<file path="src/rtl/lfk_defs.svh">
// register offsets, reset values and field positions of the indicator and
// key block; assumes an 8-bit byte address on the register bus
`ifndef LFK_DEFS_SVH
`define LFK_DEFS_SVH

// ==========================================================================
// register offsets (byte addresses)
`define LFK_OFF_CTRL        8'h00
`define LFK_OFF_LED_LATCH   8'h04
`define LFK_OFF_TRI_LATCH   8'h08
`define LFK_OFF_KLED_LATCH  8'h0c
`define LFK_OFF_KEY_ENABLE  8'h10
`define LFK_OFF_KEY_MODE    8'h14
`define LFK_OFF_KEY_PULSE   8'h18
`define LFK_OFF_KEY_STATE   8'h1c
`define LFK_OFF_LED_STATE   8'h20

// ==========================================================================
// control register fields (write one to pulse)
`define LFK_CTRL_LED_RESET  0
`define LFK_CTRL_KEY_RESET  1

// ==========================================================================
// led state register field positions
`define LFK_LS_SINGLE_LSB   0
`define LFK_LS_TRI_GRN_LSB  8
`define LFK_LS_TRI_RED_LSB  16

// ==========================================================================
// reset values
`define LFK_RST_LATCH       32'h0000_0000
`define LFK_RST_KEY_ENABLE  32'hffff_ffff
`define LFK_RST_KEY_MODE    32'h0000_0000
`define LFK_RST_KEY_PULSE   32'h0000_0000

`endif

</file>
<file path="src/rtl/lfk_pkg.sv">
// types shared by the indicator and key block
// no surroundings assumed
package lfk_pkg;

  // ========================================================================
  // bus response codes
  typedef enum logic [1:0]
  {
    LFK_RESP_OKAY   = 2'h0,
    LFK_RESP_SLVERR = 2'h2
  } lfk_resp_t;

  // ========================================================================
  // one bus data word
  typedef logic [31:0] lfk_word_t;

endpackage

</file>
<file path="src/rtl/lfk_led_cond.sv">
// indicator conditioner: follows or latches one or two colour drives
// assumes drives come from logic on the same clock
`timescale 1ns/10ps
`default_nettype none

module lfk_led_cond
#(
  parameter int W = 1
)
(
  input  wire logic         clk_i,
  input  wire logic         srst_i,
  input  wire logic [W-1:0] drive_i,
  input  wire logic         latch_i,
  input  wire logic         clear_i,
  output logic      [W-1:0] lit_o
);
  import lfk_pkg::*;

  typedef struct packed
  {
    logic [W-1:0] held;
    logic [W-1:0] lit;
  } lfk_cond_st_t;

  lfk_cond_st_t st;
  lfk_cond_st_t next_st;

  // ========================================================================
  // latch holds every colour seen until cleared; a drive on the clear
  // cycle survives; both colours lit shows amber
  always_comb
  begin
    next_st = st;
    if (latch_i)
    begin
      next_st.held = (st.held & ~{W{clear_i}}) | drive_i; // RULE_04
      next_st.lit  = next_st.held;                       // RULE_03
    end
    else
    begin
      next_st.held = '0;
      next_st.lit  = drive_i;                            // RULE_04
    end
  end

  // state register
  always_ff @(posedge clk_i)
  begin
    if (srst_i)
      st <= '0;
    else
      st <= next_st;
  end

  assign lit_o = st.lit;

endmodule
`default_nettype wire

</file>
<file path="src/rtl/lfk_key_cell.sv">
// one operator key: normal or toggled output, lock and minimum pulse
// assumes press_i is already synchronised to clk_i
`timescale 1ns/10ps
`default_nettype none

module lfk_key_cell
#(
  parameter int TW = 16
)
(
  input  wire logic          clk_i,
  input  wire logic          srst_i,
  input  wire logic          press_i,
  input  wire logic          enable_i,
  input  wire logic          toggle_i,
  input  wire logic          reset_i,
  input  wire logic          restore_i,
  input  wire logic          restore_val_i,
  input  wire logic [TW-1:0] pulse_len_i,
  output logic               out_o
);
  import lfk_pkg::*;

  typedef struct packed
  {
    logic          out;
    logic          prev;
    logic [TW-1:0] timer;
  } lfk_key_st_t;

  lfk_key_st_t st;
  lfk_key_st_t next_st;
  logic        press_edge;

  // ========================================================================
  // output behaviour per mode
  always_comb
  begin
    next_st      = st;
    next_st.prev = press_i;
    press_edge   = press_i & ~st.prev;                  // RULE_17
    if (toggle_i)
    begin
      next_st.timer = '0;
      if (restore_i)
        next_st.out = restore_val_i;                    // RULE_14
      else if (!enable_i)
        next_st.out = st.out;                           // RULE_09
      else if (press_edge)
        next_st.out = ~st.out;                          // RULE_17
      else if (reset_i)
        next_st.out = 1'b0;                             // RULE_11
    end
    else if (!enable_i)
    begin
      next_st.out   = 1'b0;                             // RULE_10
      next_st.timer = '0;
    end
    else
    begin
      if (press_edge)
        next_st.timer = pulse_len_i;                    // RULE_13
      else if (st.timer != '0)
        next_st.timer = st.timer - 1'b1;
      next_st.out = press_i | (next_st.timer != '0);    // RULE_12
    end
  end

  // state register
  always_ff @(posedge clk_i)
  begin
    if (srst_i)
      st <= '0;
    else
      st <= next_st;
  end

  assign out_o = st.out;

endmodule
`default_nettype wire

</file>
<file path="src/rtl/lfk_top.sv">
// indicator and operator key block with an axi4-lite register slave
// assumes key pins are asynchronous; drives come from same-clock logic;
// nonvolatile storage sits outside and answers on nv_word_i / nv_load_i
//
// How it works
// RULE_01: single indicator lit red from one signal
// RULE_02: tri indicator: green input green, red red
// RULE_03: both inputs asserted lights tri indicator amber
// RULE_04: per indicator choice: follow or latch till reset
// RULE_05: unfitted indicator positions have no effect
// RULE_06: key states as word, bit 0 key 1
// RULE_07: per-key enable setting gates key output
// RULE_08: per-key mode: toggled or normal momentary
// RULE_09: locked toggled key holds output, ignores presses
// RULE_10: locked normal key output forced inactive
// RULE_11: toggled output stays set until reset command
// RULE_12: normal output follows press, clears on release
// RULE_13: optional minimum pulse length in normal mode
// RULE_14: key states saved to and restored from nonvolatile; the restore reaches only keys in toggled mode
// RULE_15: each key has its own tri indicator
// RULE_16: unfitted key mappings produce no effect
// RULE_17: toggle inverts once per press rising edge
//
// Implementation choices: the register offsets and the AXI4-Lite interface to the registers.
`timescale 1ns/10ps
`default_nettype none
`include "lfk_defs.svh"

module lfk_top
#(
  parameter int N_LED   = 8,
  parameter int FIT_LED = 4,
  parameter int N_TRI   = 8,
  parameter int FIT_TRI = 8,
  parameter int N_KEY   = 10,
  parameter int FIT_KEY = 10,
  parameter int TW      = 16
)
(
  input  wire logic              clk_i,
  input  wire logic              srst_i,
  // axi4-lite slave
  input  wire logic [7:0]        s_axi_awaddr_i,
  input  wire logic              s_axi_awvalid_i,
  output logic                   s_axi_awready_o,
  input  wire lfk_pkg::lfk_word_t s_axi_wdata_i,
  input  wire logic [3:0]        s_axi_wstrb_i,
  input  wire logic              s_axi_wvalid_i,
  output logic                   s_axi_wready_o,
  output logic [1:0]             s_axi_bresp_o,
  output logic                   s_axi_bvalid_o,
  input  wire logic              s_axi_bready_i,
  input  wire logic [7:0]        s_axi_araddr_i,
  input  wire logic              s_axi_arvalid_i,
  output logic                   s_axi_arready_o,
  output lfk_pkg::lfk_word_t     s_axi_rdata_o,
  output logic [1:0]             s_axi_rresp_o,
  output logic                   s_axi_rvalid_o,
  input  wire logic              s_axi_rready_i,
  // indicator drives and lamps
  input  wire logic [N_LED-1:0]  indicator_red_drive_drive_i,
  input  wire logic [N_TRI-1:0]  indicator_green_drive_i,
  input  wire logic [N_TRI-1:0]  indicator_red_drive_i,
  input  wire logic [N_KEY-1:0]  key_green_drive_i,
  input  wire logic [N_KEY-1:0]  key_red_drive_i,
  output logic      [N_LED-1:0]  indicator_red_drive_o,
  output logic      [N_TRI-1:0]  tri_green_o,
  output logic      [N_TRI-1:0]  tri_red_o,
  output logic      [N_KEY-1:0]  key_led_green_o,
  output logic      [N_KEY-1:0]  key_indicator_red_drive_o,
  // operator keys and scheme logic
  input  wire logic [N_KEY-1:0]  key_press_i,
  output logic      [N_KEY-1:0]  key_state_word_o,
  // nonvolatile key storage
  input  wire logic [N_KEY-1:0]  nv_word_i,
  input  wire logic              nv_load_i,
  output logic      [N_KEY-1:0]  nv_word_o,
  output logic                   nv_save_o
);
  import lfk_pkg::*;

  typedef struct packed
  {
    logic             aw_got;
    logic [7:0]       awaddr;
    logic             w_got;
    lfk_word_t        wdata;
    logic [3:0]       wstrb;
    logic             bvalid;
    lfk_resp_t        bresp;
    logic             rvalid;
    lfk_word_t        rdata;
    lfk_resp_t        rresp;
    lfk_word_t        led_latch;
    lfk_word_t        tri_latch;
    lfk_word_t        kled_latch;
    lfk_word_t        key_enable;
    lfk_word_t        key_mode;
    lfk_word_t        key_pulse;
    logic             led_clear;
    logic             key_reset;
    logic [N_KEY-1:0] press_s1;
    logic [N_KEY-1:0] press_s2;
    logic [N_KEY-1:0] saved_word;
    logic             save;
  } lfk_top_st_t;

  lfk_top_st_t      st;
  lfk_top_st_t      next_st;
  logic [N_KEY-1:0] key_out;
  logic [N_LED-1:0] led_lit;
  logic [N_TRI-1:0] tri_g;
  logic [N_TRI-1:0] tri_r;
  lfk_word_t        led_state_word;

  // ========================================================================
  // byte-lane merge for register writes
  function automatic lfk_word_t lfk_merge(input lfk_word_t old_v,
                                          input lfk_word_t new_v,
                                          input logic [3:0] strb);
    lfk_word_t r;
    r = old_v;
    for (int b = 0; b < 4; b++)
    begin
      if (strb[b])
        r[b*8 +: 8] = new_v[b*8 +: 8];
    end
    return r;
  endfunction

  // ========================================================================
  // led state word for readback
  always_comb
  begin
    led_state_word = '0;
    led_state_word[`LFK_LS_SINGLE_LSB +: N_LED]  = led_lit;
    led_state_word[`LFK_LS_TRI_GRN_LSB +: N_TRI] = tri_g;
    led_state_word[`LFK_LS_TRI_RED_LSB +: N_TRI] = tri_r;
  end

  // ========================================================================
  // bus handshakes, register file, key synchronisers and save detect
  always_comb
  begin
    next_st           = st;
    next_st.led_clear = 1'b0;
    next_st.key_reset = 1'b0;
    next_st.press_s1  = key_press_i;
    next_st.press_s2  = st.press_s1;
    next_st.saved_word = key_out;
    next_st.save      = (key_out != st.saved_word);     // RULE_14
    // write address and data are taken independently
    if (s_axi_awvalid_i && !st.aw_got && !st.bvalid)
    begin
      next_st.aw_got = 1'b1;
      next_st.awaddr = s_axi_awaddr_i;
    end
    if (s_axi_wvalid_i && !st.w_got && !st.bvalid)
    begin
      next_st.w_got = 1'b1;
      next_st.wdata = s_axi_wdata_i;
      next_st.wstrb = s_axi_wstrb_i;
    end
    if (st.bvalid && s_axi_bready_i)
      next_st.bvalid = 1'b0;
    // both halves held: perform the write and answer
    if (st.aw_got && st.w_got)
    begin
      next_st.aw_got = 1'b0;
      next_st.w_got  = 1'b0;
      next_st.bvalid = 1'b1;
      next_st.bresp  = LFK_RESP_OKAY;
      case ({st.awaddr[7:2], 2'h0})
        `LFK_OFF_CTRL:
        begin
          if (st.wstrb[0])
          begin
            next_st.led_clear = st.wdata[`LFK_CTRL_LED_RESET];
            next_st.key_reset = st.wdata[`LFK_CTRL_KEY_RESET];
          end
        end
        `LFK_OFF_LED_LATCH:
          next_st.led_latch  = lfk_merge(st.led_latch, st.wdata, st.wstrb);
        `LFK_OFF_TRI_LATCH:
          next_st.tri_latch  = lfk_merge(st.tri_latch, st.wdata, st.wstrb);
        `LFK_OFF_KLED_LATCH:
          next_st.kled_latch = lfk_merge(st.kled_latch, st.wdata,
                                         st.wstrb);
        `LFK_OFF_KEY_ENABLE:
          next_st.key_enable = lfk_merge(st.key_enable, st.wdata,
                                         st.wstrb);     // RULE_07
        `LFK_OFF_KEY_MODE:
          next_st.key_mode   = lfk_merge(st.key_mode, st.wdata,
                                         st.wstrb);     // RULE_08
        `LFK_OFF_KEY_PULSE:
          next_st.key_pulse  = lfk_merge(st.key_pulse, st.wdata, st.wstrb);
        `LFK_OFF_KEY_STATE,
        `LFK_OFF_LED_STATE:
          next_st.bresp = LFK_RESP_OKAY;                // read-only, dropped
        default:
          next_st.bresp = LFK_RESP_SLVERR;
      endcase
    end
    // read channel: answer on the edge that takes the address
    if (st.rvalid && s_axi_rready_i)
      next_st.rvalid = 1'b0;
    if (s_axi_arvalid_i && !st.rvalid)
    begin
      next_st.rvalid = 1'b1;
      next_st.rresp  = LFK_RESP_OKAY;
      next_st.rdata  = '0;
      case ({s_axi_araddr_i[7:2], 2'h0})
        `LFK_OFF_CTRL:
          next_st.rdata = '0;
        `LFK_OFF_LED_LATCH:
          next_st.rdata[N_LED-1:0] = st.led_latch[N_LED-1:0];
        `LFK_OFF_TRI_LATCH:
          next_st.rdata[N_TRI-1:0] = st.tri_latch[N_TRI-1:0];
        `LFK_OFF_KLED_LATCH:
          next_st.rdata[N_KEY-1:0] = st.kled_latch[N_KEY-1:0];
        `LFK_OFF_KEY_ENABLE:
          next_st.rdata[N_KEY-1:0] = st.key_enable[N_KEY-1:0];
        `LFK_OFF_KEY_MODE:
          next_st.rdata[N_KEY-1:0] = st.key_mode[N_KEY-1:0];
        `LFK_OFF_KEY_PULSE:
          next_st.rdata[TW-1:0] = st.key_pulse[TW-1:0];
        `LFK_OFF_KEY_STATE:
          next_st.rdata[N_KEY-1:0] = key_out;           // RULE_06
        `LFK_OFF_LED_STATE:
          next_st.rdata = led_state_word;
        default:
          next_st.rresp = LFK_RESP_SLVERR;
      endcase
    end
  end

  // state register
  always_ff @(posedge clk_i)
  begin
    if (srst_i)
    begin
      st            <= '0;
      st.key_enable <= `LFK_RST_KEY_ENABLE;
      st.key_mode   <= `LFK_RST_KEY_MODE;
      st.key_pulse  <= `LFK_RST_KEY_PULSE;
      st.led_latch  <= `LFK_RST_LATCH;
      st.tri_latch  <= `LFK_RST_LATCH;
      st.kled_latch <= `LFK_RST_LATCH;
    end
    else
      st <= next_st;
  end

  // ========================================================================
  // single-colour indicators, only fitted positions are built
  for (genvar i = 0; i < N_LED; i++)
  begin : g_led
    if (i < FIT_LED)
    begin : g_fit
      lfk_led_cond #(.W(1)) u_cond
      (
        .clk_i   (clk_i),
        .srst_i  (srst_i),
        .drive_i (indicator_red_drive_drive_i[i]),                 // RULE_01
        .latch_i (st.led_latch[i]),
        .clear_i (st.led_clear),
        .lit_o   (led_lit[i])
      );
    end
    else
    begin : g_nofit
      assign led_lit[i] = 1'b0;                        // RULE_05
    end
  end

  // ========================================================================
  // tri-colour indicators: green and red conditioned together
  for (genvar i = 0; i < N_TRI; i++)
  begin : g_tri
    if (i < FIT_TRI)
    begin : g_fit
      lfk_led_cond #(.W(2)) u_cond
      (
        .clk_i   (clk_i),
        .srst_i  (srst_i),
        .drive_i ({indicator_red_drive_i[i],
                   indicator_green_drive_i[i]}),       // RULE_02
        .latch_i (st.tri_latch[i]),
        .clear_i (st.led_clear),
        .lit_o   ({tri_r[i], tri_g[i]})
      );
    end
    else
    begin : g_nofit
      assign tri_r[i] = 1'b0;                          // RULE_05
      assign tri_g[i] = 1'b0;
    end
  end

  // ========================================================================
  // keys, each with its own tri-colour indicator
  for (genvar i = 0; i < N_KEY; i++)
  begin : g_key
    if (i < FIT_KEY)
    begin : g_fit
      lfk_key_cell #(.TW(TW)) u_key
      (
        .clk_i         (clk_i),
        .srst_i        (srst_i),
        .press_i       (st.press_s2[i]),
        .enable_i      (st.key_enable[i]),
        .toggle_i      (st.key_mode[i]),
        .reset_i       (st.key_reset),
        .restore_i     (nv_load_i),
        .restore_val_i (nv_word_i[i]),
        .pulse_len_i   (st.key_pulse[TW-1:0]),
        .out_o         (key_out[i])
      );
      lfk_led_cond #(.W(2)) u_kled
      (
        .clk_i   (clk_i),
        .srst_i  (srst_i),
        .drive_i ({key_red_drive_i[i], key_green_drive_i[i]}), // RULE_15
        .latch_i (st.kled_latch[i]),
        .clear_i (st.led_clear),
        .lit_o   ({key_indicator_red_drive_o[i], key_led_green_o[i]})
      );
    end
    else
    begin : g_nofit
      assign key_out[i]         = 1'b0;                // RULE_16
      assign key_indicator_red_drive_o[i]   = 1'b0;
      assign key_led_green_o[i] = 1'b0;
    end
  end

  // ========================================================================
  // outputs
  assign s_axi_awready_o  = ~st.aw_got & ~st.bvalid;
  assign s_axi_wready_o   = ~st.w_got & ~st.bvalid;
  assign s_axi_bvalid_o   = st.bvalid;
  assign s_axi_bresp_o    = st.bresp;
  assign s_axi_arready_o  = ~st.rvalid;
  assign s_axi_rvalid_o   = st.rvalid;
  assign s_axi_rdata_o    = st.rdata;
  assign s_axi_rresp_o    = st.rresp;
  assign indicator_red_drive_o        = led_lit;
  assign tri_green_o      = tri_g;
  assign tri_red_o        = tri_r;
  assign key_state_word_o = key_out;                    // RULE_06
  assign nv_word_o        = st.saved_word;
  assign nv_save_o        = st.save;                    // RULE_14

endmodule
`default_nettype wire

</file>
<file path="config.mk">
export PLATFORM = sky130hd
export DESIGN_NAME = lfk_top
export DESIGN_NICKNAME = d
export VERILOG_FILES = /design/src/rtl/lfk_pkg.sv /design/src/rtl/lfk_led_cond.sv /design/src/rtl/lfk_key_cell.sv /design/src/rtl/lfk_top.sv
export VERILOG_INCLUDE_DIRS = /design/src /design/src/rtl
export SDC_FILE = /design/constraint.sdc
export NUM_CORES = 1
export LEC_CHECK = 0
export BUFFER_PORTS_ARGS = -buffer_cell sky130_fd_sc_hd__buf_2
export CORE_MARGIN = 2
export CORE_UTILIZATION = 30
export DETAILED_ROUTE_END_ITERATION = 7
export GPL_TIMING_DRIVEN = 0
export PLACE_DENSITY_LB_ADDON = 0.2
export SLEW_MARGIN = 30
export SYNTH_ARGS = -nofsm -noshare
export SYNTH_HDL_FRONTEND = slang
export SYNTH_SLANG_ARGS = --single-unit
</file>
<file path="constraint.sdc">
create_clock -name clk_i -period 3.5 [get_ports clk_i]
set_input_delay 0.7 -clock clk_i [delete_from_list [all_inputs] [get_ports clk_i]]
set_output_delay 0.7 -clock clk_i [all_outputs]
set_load 0.02 [all_outputs]
</file>
== After elaboration in Yosys (flattened, before gate mapping) ==
Index checks and enable logic that the tools add are counted.

* Bits in registers: 421
* Output and inout bits: 106
* Bits of input ports: 124

* Equal/unequal tests: 37
* Add/subtract/negate cells: 10
* Multiplexer cells: 123
* Reduce and logical (&&, ||, !) cells: 92
* Bitwise gates (word level): 127

{| class="wikitable"
|+ Operator list
! kind !! number
|-
| $mux 16 || 40
|-
| $reduce_bool 16->1 || 20
|-
| $sub 16x1->16 const B || 10
|-
| $pmux 8 s8 || 1
|-
| $not 1->1 || 60
|-
| $mux 1 || 57
|-
| $eq 6x3->1 const B || 8
|-
| $reduce_or 2->1 || 23
|-
| $mux 2 || 20
|-
| $ne 4x3->1 const B || 10
|-
| $and 2x2->2 || 18
|-
| $or 2x2->2 || 18
|-
| $mux 35 || 1
|-
| $ne 3x2->1 const B || 10
|-
| $reduce_and 3->1 || 10
|-
| $reduce_or 3->1 || 10
|-
| $eq 6x2->1 const B || 4
|-
| $reduce_and 2->1 || 10
|-
| $reduce_or 9->1 || 2
|-
| $and 1x1->1 || 16
|-
| $or 1x1->1 || 14
|-
| $eq 6x1->1 const B || 2
|-
| $eq 6x4->1 const B || 2
|-
| $logic_not 6->1 || 2
|-
| 10 further kinds || 21
|}

== Depth between registers and ports, before layout ==
* Word-level depth: 9
* Depth in mapped cells: 10
* Gate-level depth less buffers: 9

== Cells and area by module ==
From an unflattened synthesis, not the netlist that was laid out.

* Cell total of the unflattened synthesis: 2475
* Area total of the unflattened synthesis: 21929.8 um^2

{| class="wikitable"
|+ Modules (own cells, without submodules)
! module !! cells an instance !! area each (um^2) !! times used
|-
| lfk_top || 690 || 6471.2 || 1
|-
| lfk_key_cell at g_key[1].g_fit.u_key ... || 150 || 1189.9 || 5
|-
| lfk_key_cell at g_key[6].g_fit.u_key ... || 140 || 1218.7 || 3
|-
| lfk_led_cond at g_key[0].g_fit.u_kled ... || 15 || 172.7 || 18
|-
| lfk_key_cell at g_key[0].g_fit.u_key || 168 || 1281.2 || 1
|-
| lfk_key_cell at g_key[9].g_fit.u_key || 149 || 1193.6 || 1
|-
| lfk_led_cond at g_led[0].g_fit.u_cond ... || 7 || 67.6 || 4
|}

== Least setup slack after synthesis ==
No wires, ideal clock.

* Path kind: register to register
* From: register g_key[3].g_fit.u_key.st[6] (netlist bit)
* To: register g_key[3].g_fit.u_key.st (netlist bit g_key[3].g_fit.u_key.out_o)
* Arrival time: 2.727 ns
* Path buffers: 2
* Required time: 3.380 ns
* Setup slack: 0.653 ns
* Stages on the path, launching flop included: 10
* Path through: dfxtp_1 buf_6 or4_4 or3_1 buf_6 nor3_4 nor2_2 a311o_1 or4b_1 o31a_1

* Longest elaborated chain between the ends: 9

{| class="wikitable"
|+ RTL lines
! element !! RTL line !! source
|-
| start, declared || lfk_key_cell.sv:31 || <nowiki>lfk_key_st_t st;</nowiki>
|-
| start signal, assigned || lfk_key_cell.sv:75 || <nowiki>st <= next_st;</nowiki>
|-
| $sub 16x1->16 / $reduce_bool 16->1 (equally long branches) || lfk_key_cell.sv:64, lfk_key_cell.sv:63 ||
|-
| $mux 16 (*) || lfk_key_cell.sv:63 || <nowiki>else if (st.timer != '0)</nowiki>
|-
| $mux 16 (*) || lfk_key_cell.sv:61 || <nowiki>if (press_edge)</nowiki>
|-
| $mux 16 (*) || lfk_key_cell.sv:54 || <nowiki>else if (!enable_i)</nowiki>
|-
| $mux 16 (*) || lfk_key_cell.sv:42 || <nowiki>if (toggle_i)</nowiki>
|-
| $reduce_bool 16->1 (*) || lfk_key_cell.sv:65 || <nowiki>next_st.out = press_i | (next_st.timer != '0);</nowiki>
|-
| $or 1x1->1 (*) || lfk_key_cell.sv:65 ||
|-
| $mux 1 (*) || lfk_key_cell.sv:54 ||
|-
| $mux 1 (*) || lfk_key_cell.sv:42 ||
|}

Mark *: on every way between the ends. The rest lies on a longest branch, timed or not. The select of a mux whose other input is x is not followed.
A chain may end at the register's enable or synchronous reset.

== Worst setup path after layout ==
* From: register g_key[6].g_fit.u_key.st[6] (netlist bit)
* To: register g_key[6].g_fit.u_key.st (netlist bit g_key[6].g_fit.u_key.out_o)

* Longest elaborated chain between the ends: 9

{| class="wikitable"
|+ RTL lines
! element !! RTL line
|-
| start, declared || lfk_key_cell.sv:31
|-
| start signal, assigned || lfk_key_cell.sv:75
|-
| $sub 16x1->16 / $reduce_bool 16->1 (equally long branches) || lfk_key_cell.sv:64, lfk_key_cell.sv:63
|-
| $mux 16 (*) || lfk_key_cell.sv:63
|-
| $mux 16 (*) || lfk_key_cell.sv:61
|-
| $mux 16 (*) || lfk_key_cell.sv:54
|-
| $mux 16 (*) || lfk_key_cell.sv:42
|-
| $reduce_bool 16->1 (*) || lfk_key_cell.sv:65
|-
| $or 1x1->1 (*) || lfk_key_cell.sv:65
|-
| $mux 1 (*) || lfk_key_cell.sv:54
|-
| $mux 1 (*) || lfk_key_cell.sv:42
|}

Marked as above.

==> summary.md <==
| Metric | Value |
|---|---|
| Max incr delay on CP | `0.68 ns` |
| Clock slew seen by the registers of the worst setup and hold paths | `roughly 0.060 ns` |
| Die X | `approximately 260 um` |
| Slew Limit Fails | `0` |
| CP max-delay cell | `nor3_1` |
| Initial DRC count | `around 1,800` |
| Most common cell after layout, fill and taps aside | `dfxtp_1` |
| First-pass GRT wire length | `113,000 um` |
| Met1 Use GR | `0.287` |
| # rows | `95` |
| Layout Nets | `2,831` |
| CP endpoint kind | `register` |
| Final total power | `between 0.02 and 0.025 W` |
| Crit path max fanout | `7` |
| Max capacitance violation total | `0` |
| CTS tree | `done` |
| Total track usage | `0.212` |
| Power per cell area | `869 nW/um2` |
| Number of synthesized flops with an enable pin | `0` |
| RSZ-0062 raised after global routing | `false` |
| Clock Path Buffers | `3` |
| Routed Antenna Nets | `0` |
| WHS | `between 0.2 and 0.3 ns` |
| Maximum VDD drop | `0.379 mV` |
| Top_reg_cell synth | `dfxtp_1` |
| Status | `completed` |
| Critical path arrival | `3.76 ns` |
| Largest net degree at the start of global routing | `14` |
| Synth Register Bits | `between 400 and 500` |
| Ys async rst share | `0` |
| Register area share after synthesis | `0.402` |
| Mapped Cells | `2,437` |
| Leak | `10.2 nW` |
| H-tree level count | `2` |
| Met2 usage | `0.336` |
| CP startpoint kind | `register` |
| Clk_lat worst skew | `0.60 ns` |
| WL/cell | `between 20 and 25 um` |
| Total number of vias | `19,200` |
| Final Hold Fails | `0` |
| # hold bufs at CTS | `0` |
| Post-detailed-placement half-perimeter wirelength | `55,500 um` |
| Area of the mapped netlist | `20,300 um2` |
| Setup CP Type | `register to register` |
| Worst Setup SP | `g_key[6].g_fit.u_key.st[6]` |
| Tcrit/Tclk final | `0.944` |
| Vias per cell | `5.32` |
| Port Buf Inserts | `between 150 and 200` |
| Final core occ | `0.359` |
| Synth Area per Inst | `8.35 um2` |
| Reg-to-Reg Start | `g_key[6].g_fit.u_key.st[6]` |
| GR peak layer | `met2` |
| Hold path startpoint | `s_axi_rready_i` |
| Placer Congestion | `0.914` |
| Root buf cell | `clkbuf_16` |
| Clock Skews | `0.0202 ns` |
| Die H | `around 260 um` |
| Worst EP required | `3.96 ns` |
| 1st-pass router iterations | `6` |
| Core area | `roughly 67,000 um2` |
| Min Tclk post-route | `~3.3 ns` |
| CTS resizes | `0` |
| Final WL | `between 70,000 and 80,000 um` |
| Slew margin rel. | `0.211` |
| Fmax | `slightly above 300 MHz` |
| Worst-Margin Slew | `between 1 and 1.5 ns` |
| Commonest cells after routing, fill and taps aside | `dfxtp_1, nor2_1, nand2_1` |
| Distinct cells, synth | `84` |
| Met3 usage | `0.0365` |
| Initial Util | `0.303` |
| Area Overhead vs Synth | `18.6%` |
| Initial antenna violation count | `4` |
| IO Count | `230` |
| Number of remaining DRC errors | `0` |
| Die footprint | `between 60,000 and 70,000 um2` |
| Final Setup Violations | `0` |
| Worst-path cell chain | `nor4_1 > nand4_1 > nor3_1 > nand3_1 > a2111oi_0 > and4_1 > a41oi_1` |
| Hold Path Class | `primary input to register` |
| Share of cells above drive strength 1 | `0.166` |
| Post-CTS Setup Repair Bufs | `0` |
| CTS Buf Count | `48` |
| Sinks on Clock Net | `just over 400` |
| Grt total ovfl | `0` |
| YS warnings | `0` |
| Vias in the first global route | `18,100` |
==> synthesized netlist by cell type, types with 10 or more instances <==
| library cell | n | area [um2] |
|---|---|---|
| dfxtp_1 | 409 | 8190 |
| nor2_1 | 308 | 1160 |
| nand2_1 | 205 | 769 |
| a21oi_1 | 151 | 756 |
| clkbuf_1 | 113 | 424 |
| nor2b_1 | 104 | 651 |
| buf_4 | 100 | 751 |
| mux2i_1 | 97 | 971 |
| o21ai_0 | 86 | 430 |
| nor3_1 | 78 | 390 |
| nand3_1 | 54 | 270 |
| nor4_1 | 49 | 307 |
| inv_1 | 45 | 169 |
| a21o_1 | 43 | 323 |
| a31oi_1 | 39 | 244 |
| xnor2_1 | 39 | 342 |
| a211oi_1 | 34 | 255 |
| nand2b_1 | 29 | 181 |
| or3_1 | 29 | 181 |
| and2_1 | 25 | 156 |
| or4_1 | 25 | 188 |
| nand4_1 | 24 | 150 |
| xor2_1 | 24 | 210 |
| o211ai_1 | 23 | 173 |
| o31ai_1 | 22 | 165 |
| ha_1 | 20 | 250 |
| buf_1 | 19 | 71.3 |
| nor4b_1 | 15 | 131 |
| a221oi_1 | 13 | 114 |
| nand3b_1 | 13 | 97.6 |
| nor3b_1 | 13 | 97.6 |
| and3_1 | 11 | 68.8 |
| mux2_2 | 11 | 124 |
| and4_1 | 10 | 87.6 |
| or2_2 | 10 | 62.6 |
==> cell type report <==
cell class              count  area, um2
plain buffers             237       1340
flip-flops and latches    409       8190
repair buffers            188        943
clock buffers              72       1390
fillers                  7022      43000
well taps                 873       1090
clock inverters            15        236
multi-input cells        1758      10800
diodes                      2       5.00
inverters                  45        169
==> flip-flops by register name, indices dropped and copies added, names as in the netlist <==
name,flops
g_key.g_fit.u_key.out_o,10
g_key.g_fit.u_key.st,170
g_key.g_fit.u_kled.lit_o,20
g_key.g_fit.u_kled.st,20
g_led.g_fit.u_cond.lit_o,4
g_led.g_fit.u_cond.st,4
g_tri.g_fit.u_cond.lit_o,16
g_tri.g_fit.u_cond.st,16
next_st,10
nv_save_o,1
nv_word_o,10
s_axi_bresp_o,1
s_axi_bvalid_o,1
s_axi_rdata_o,24
s_axi_rresp_o,1
s_axi_rvalid_o,1
st,100
==> stage by stage <==
stage | setup slack [ns] | setup TNS, ns | instances | area (um2)
2_1_floorplan | 0.653 | 0 | 2450 | 20400
3_3_place_gp | -0.0738 | -0.352 | 3510 | 22400
3_5_place_dp | 0.0663 | 0 | 3511 | 22500
4_1_cts | 0.188 | 0 | 3598 | 24100
5_1_grt | 0.0523 | 0 | 3599 | 24100
6_report | 0.197 | 0 | 3599 | 24100
==> kinds of logic (layout without fill, tap and decap cells) <==
kind of cell | Yosys count | in the layout | synth area share
AO/OA/AOI/OAI | 510 | 510 | 0.164
multiplexers | 116 | 116 | 0.0627
adder cells (fa/ha/maj) | 20 | 20 | 0.0123
XOR/XNOR | 63 | 63 | 0.0271
other | 1 | 16 | 0.000184
AND/OR/NAND/NOR | 1035 | 1035 | 0.258
flip-flops | 409 | 409 | 0.402
buffers and inverters | 283 | 557 | 0.0733
==> power breakdown <==
group	switching [W]	internal, W	total (W)
clock network	0.00213	0.00312	0.00525
logic	0.00534	0.00382	0.00916
registers	0.00101	0.00555	0.00656
==> per-layer routing <==
| metal | part of all wire | up-vias |
|---|---|---|
| met4 | 0.035 | 0 |
| met3 | 0.064 | 134 |
| met1 | 0.45 | 9214 |
| met2 | 0.45 | 713 |
| li1 | - | 9095 |
| met5 | 0 | - |
==> critical path, delay by kind of cell, from the launching register on <==
family,cells,cell delay [ns]
compound gates,2,0.73
flops,1,0.33
simple gates,5,2.11
==> final timing paths <==
kind / to / slack [ns] / depth (start not counted)
max: g_key[6].g_fit.u_key.out_o / 0.20 / 7
min: s_axi_rvalid_o / 0.30 / 2
max reg2reg: g_key[6].g_fit.u_key.out_o / 0.20 / 7
min reg2reg: st[16] / 0.43 / 1
(Power assumes the default switching activity.)
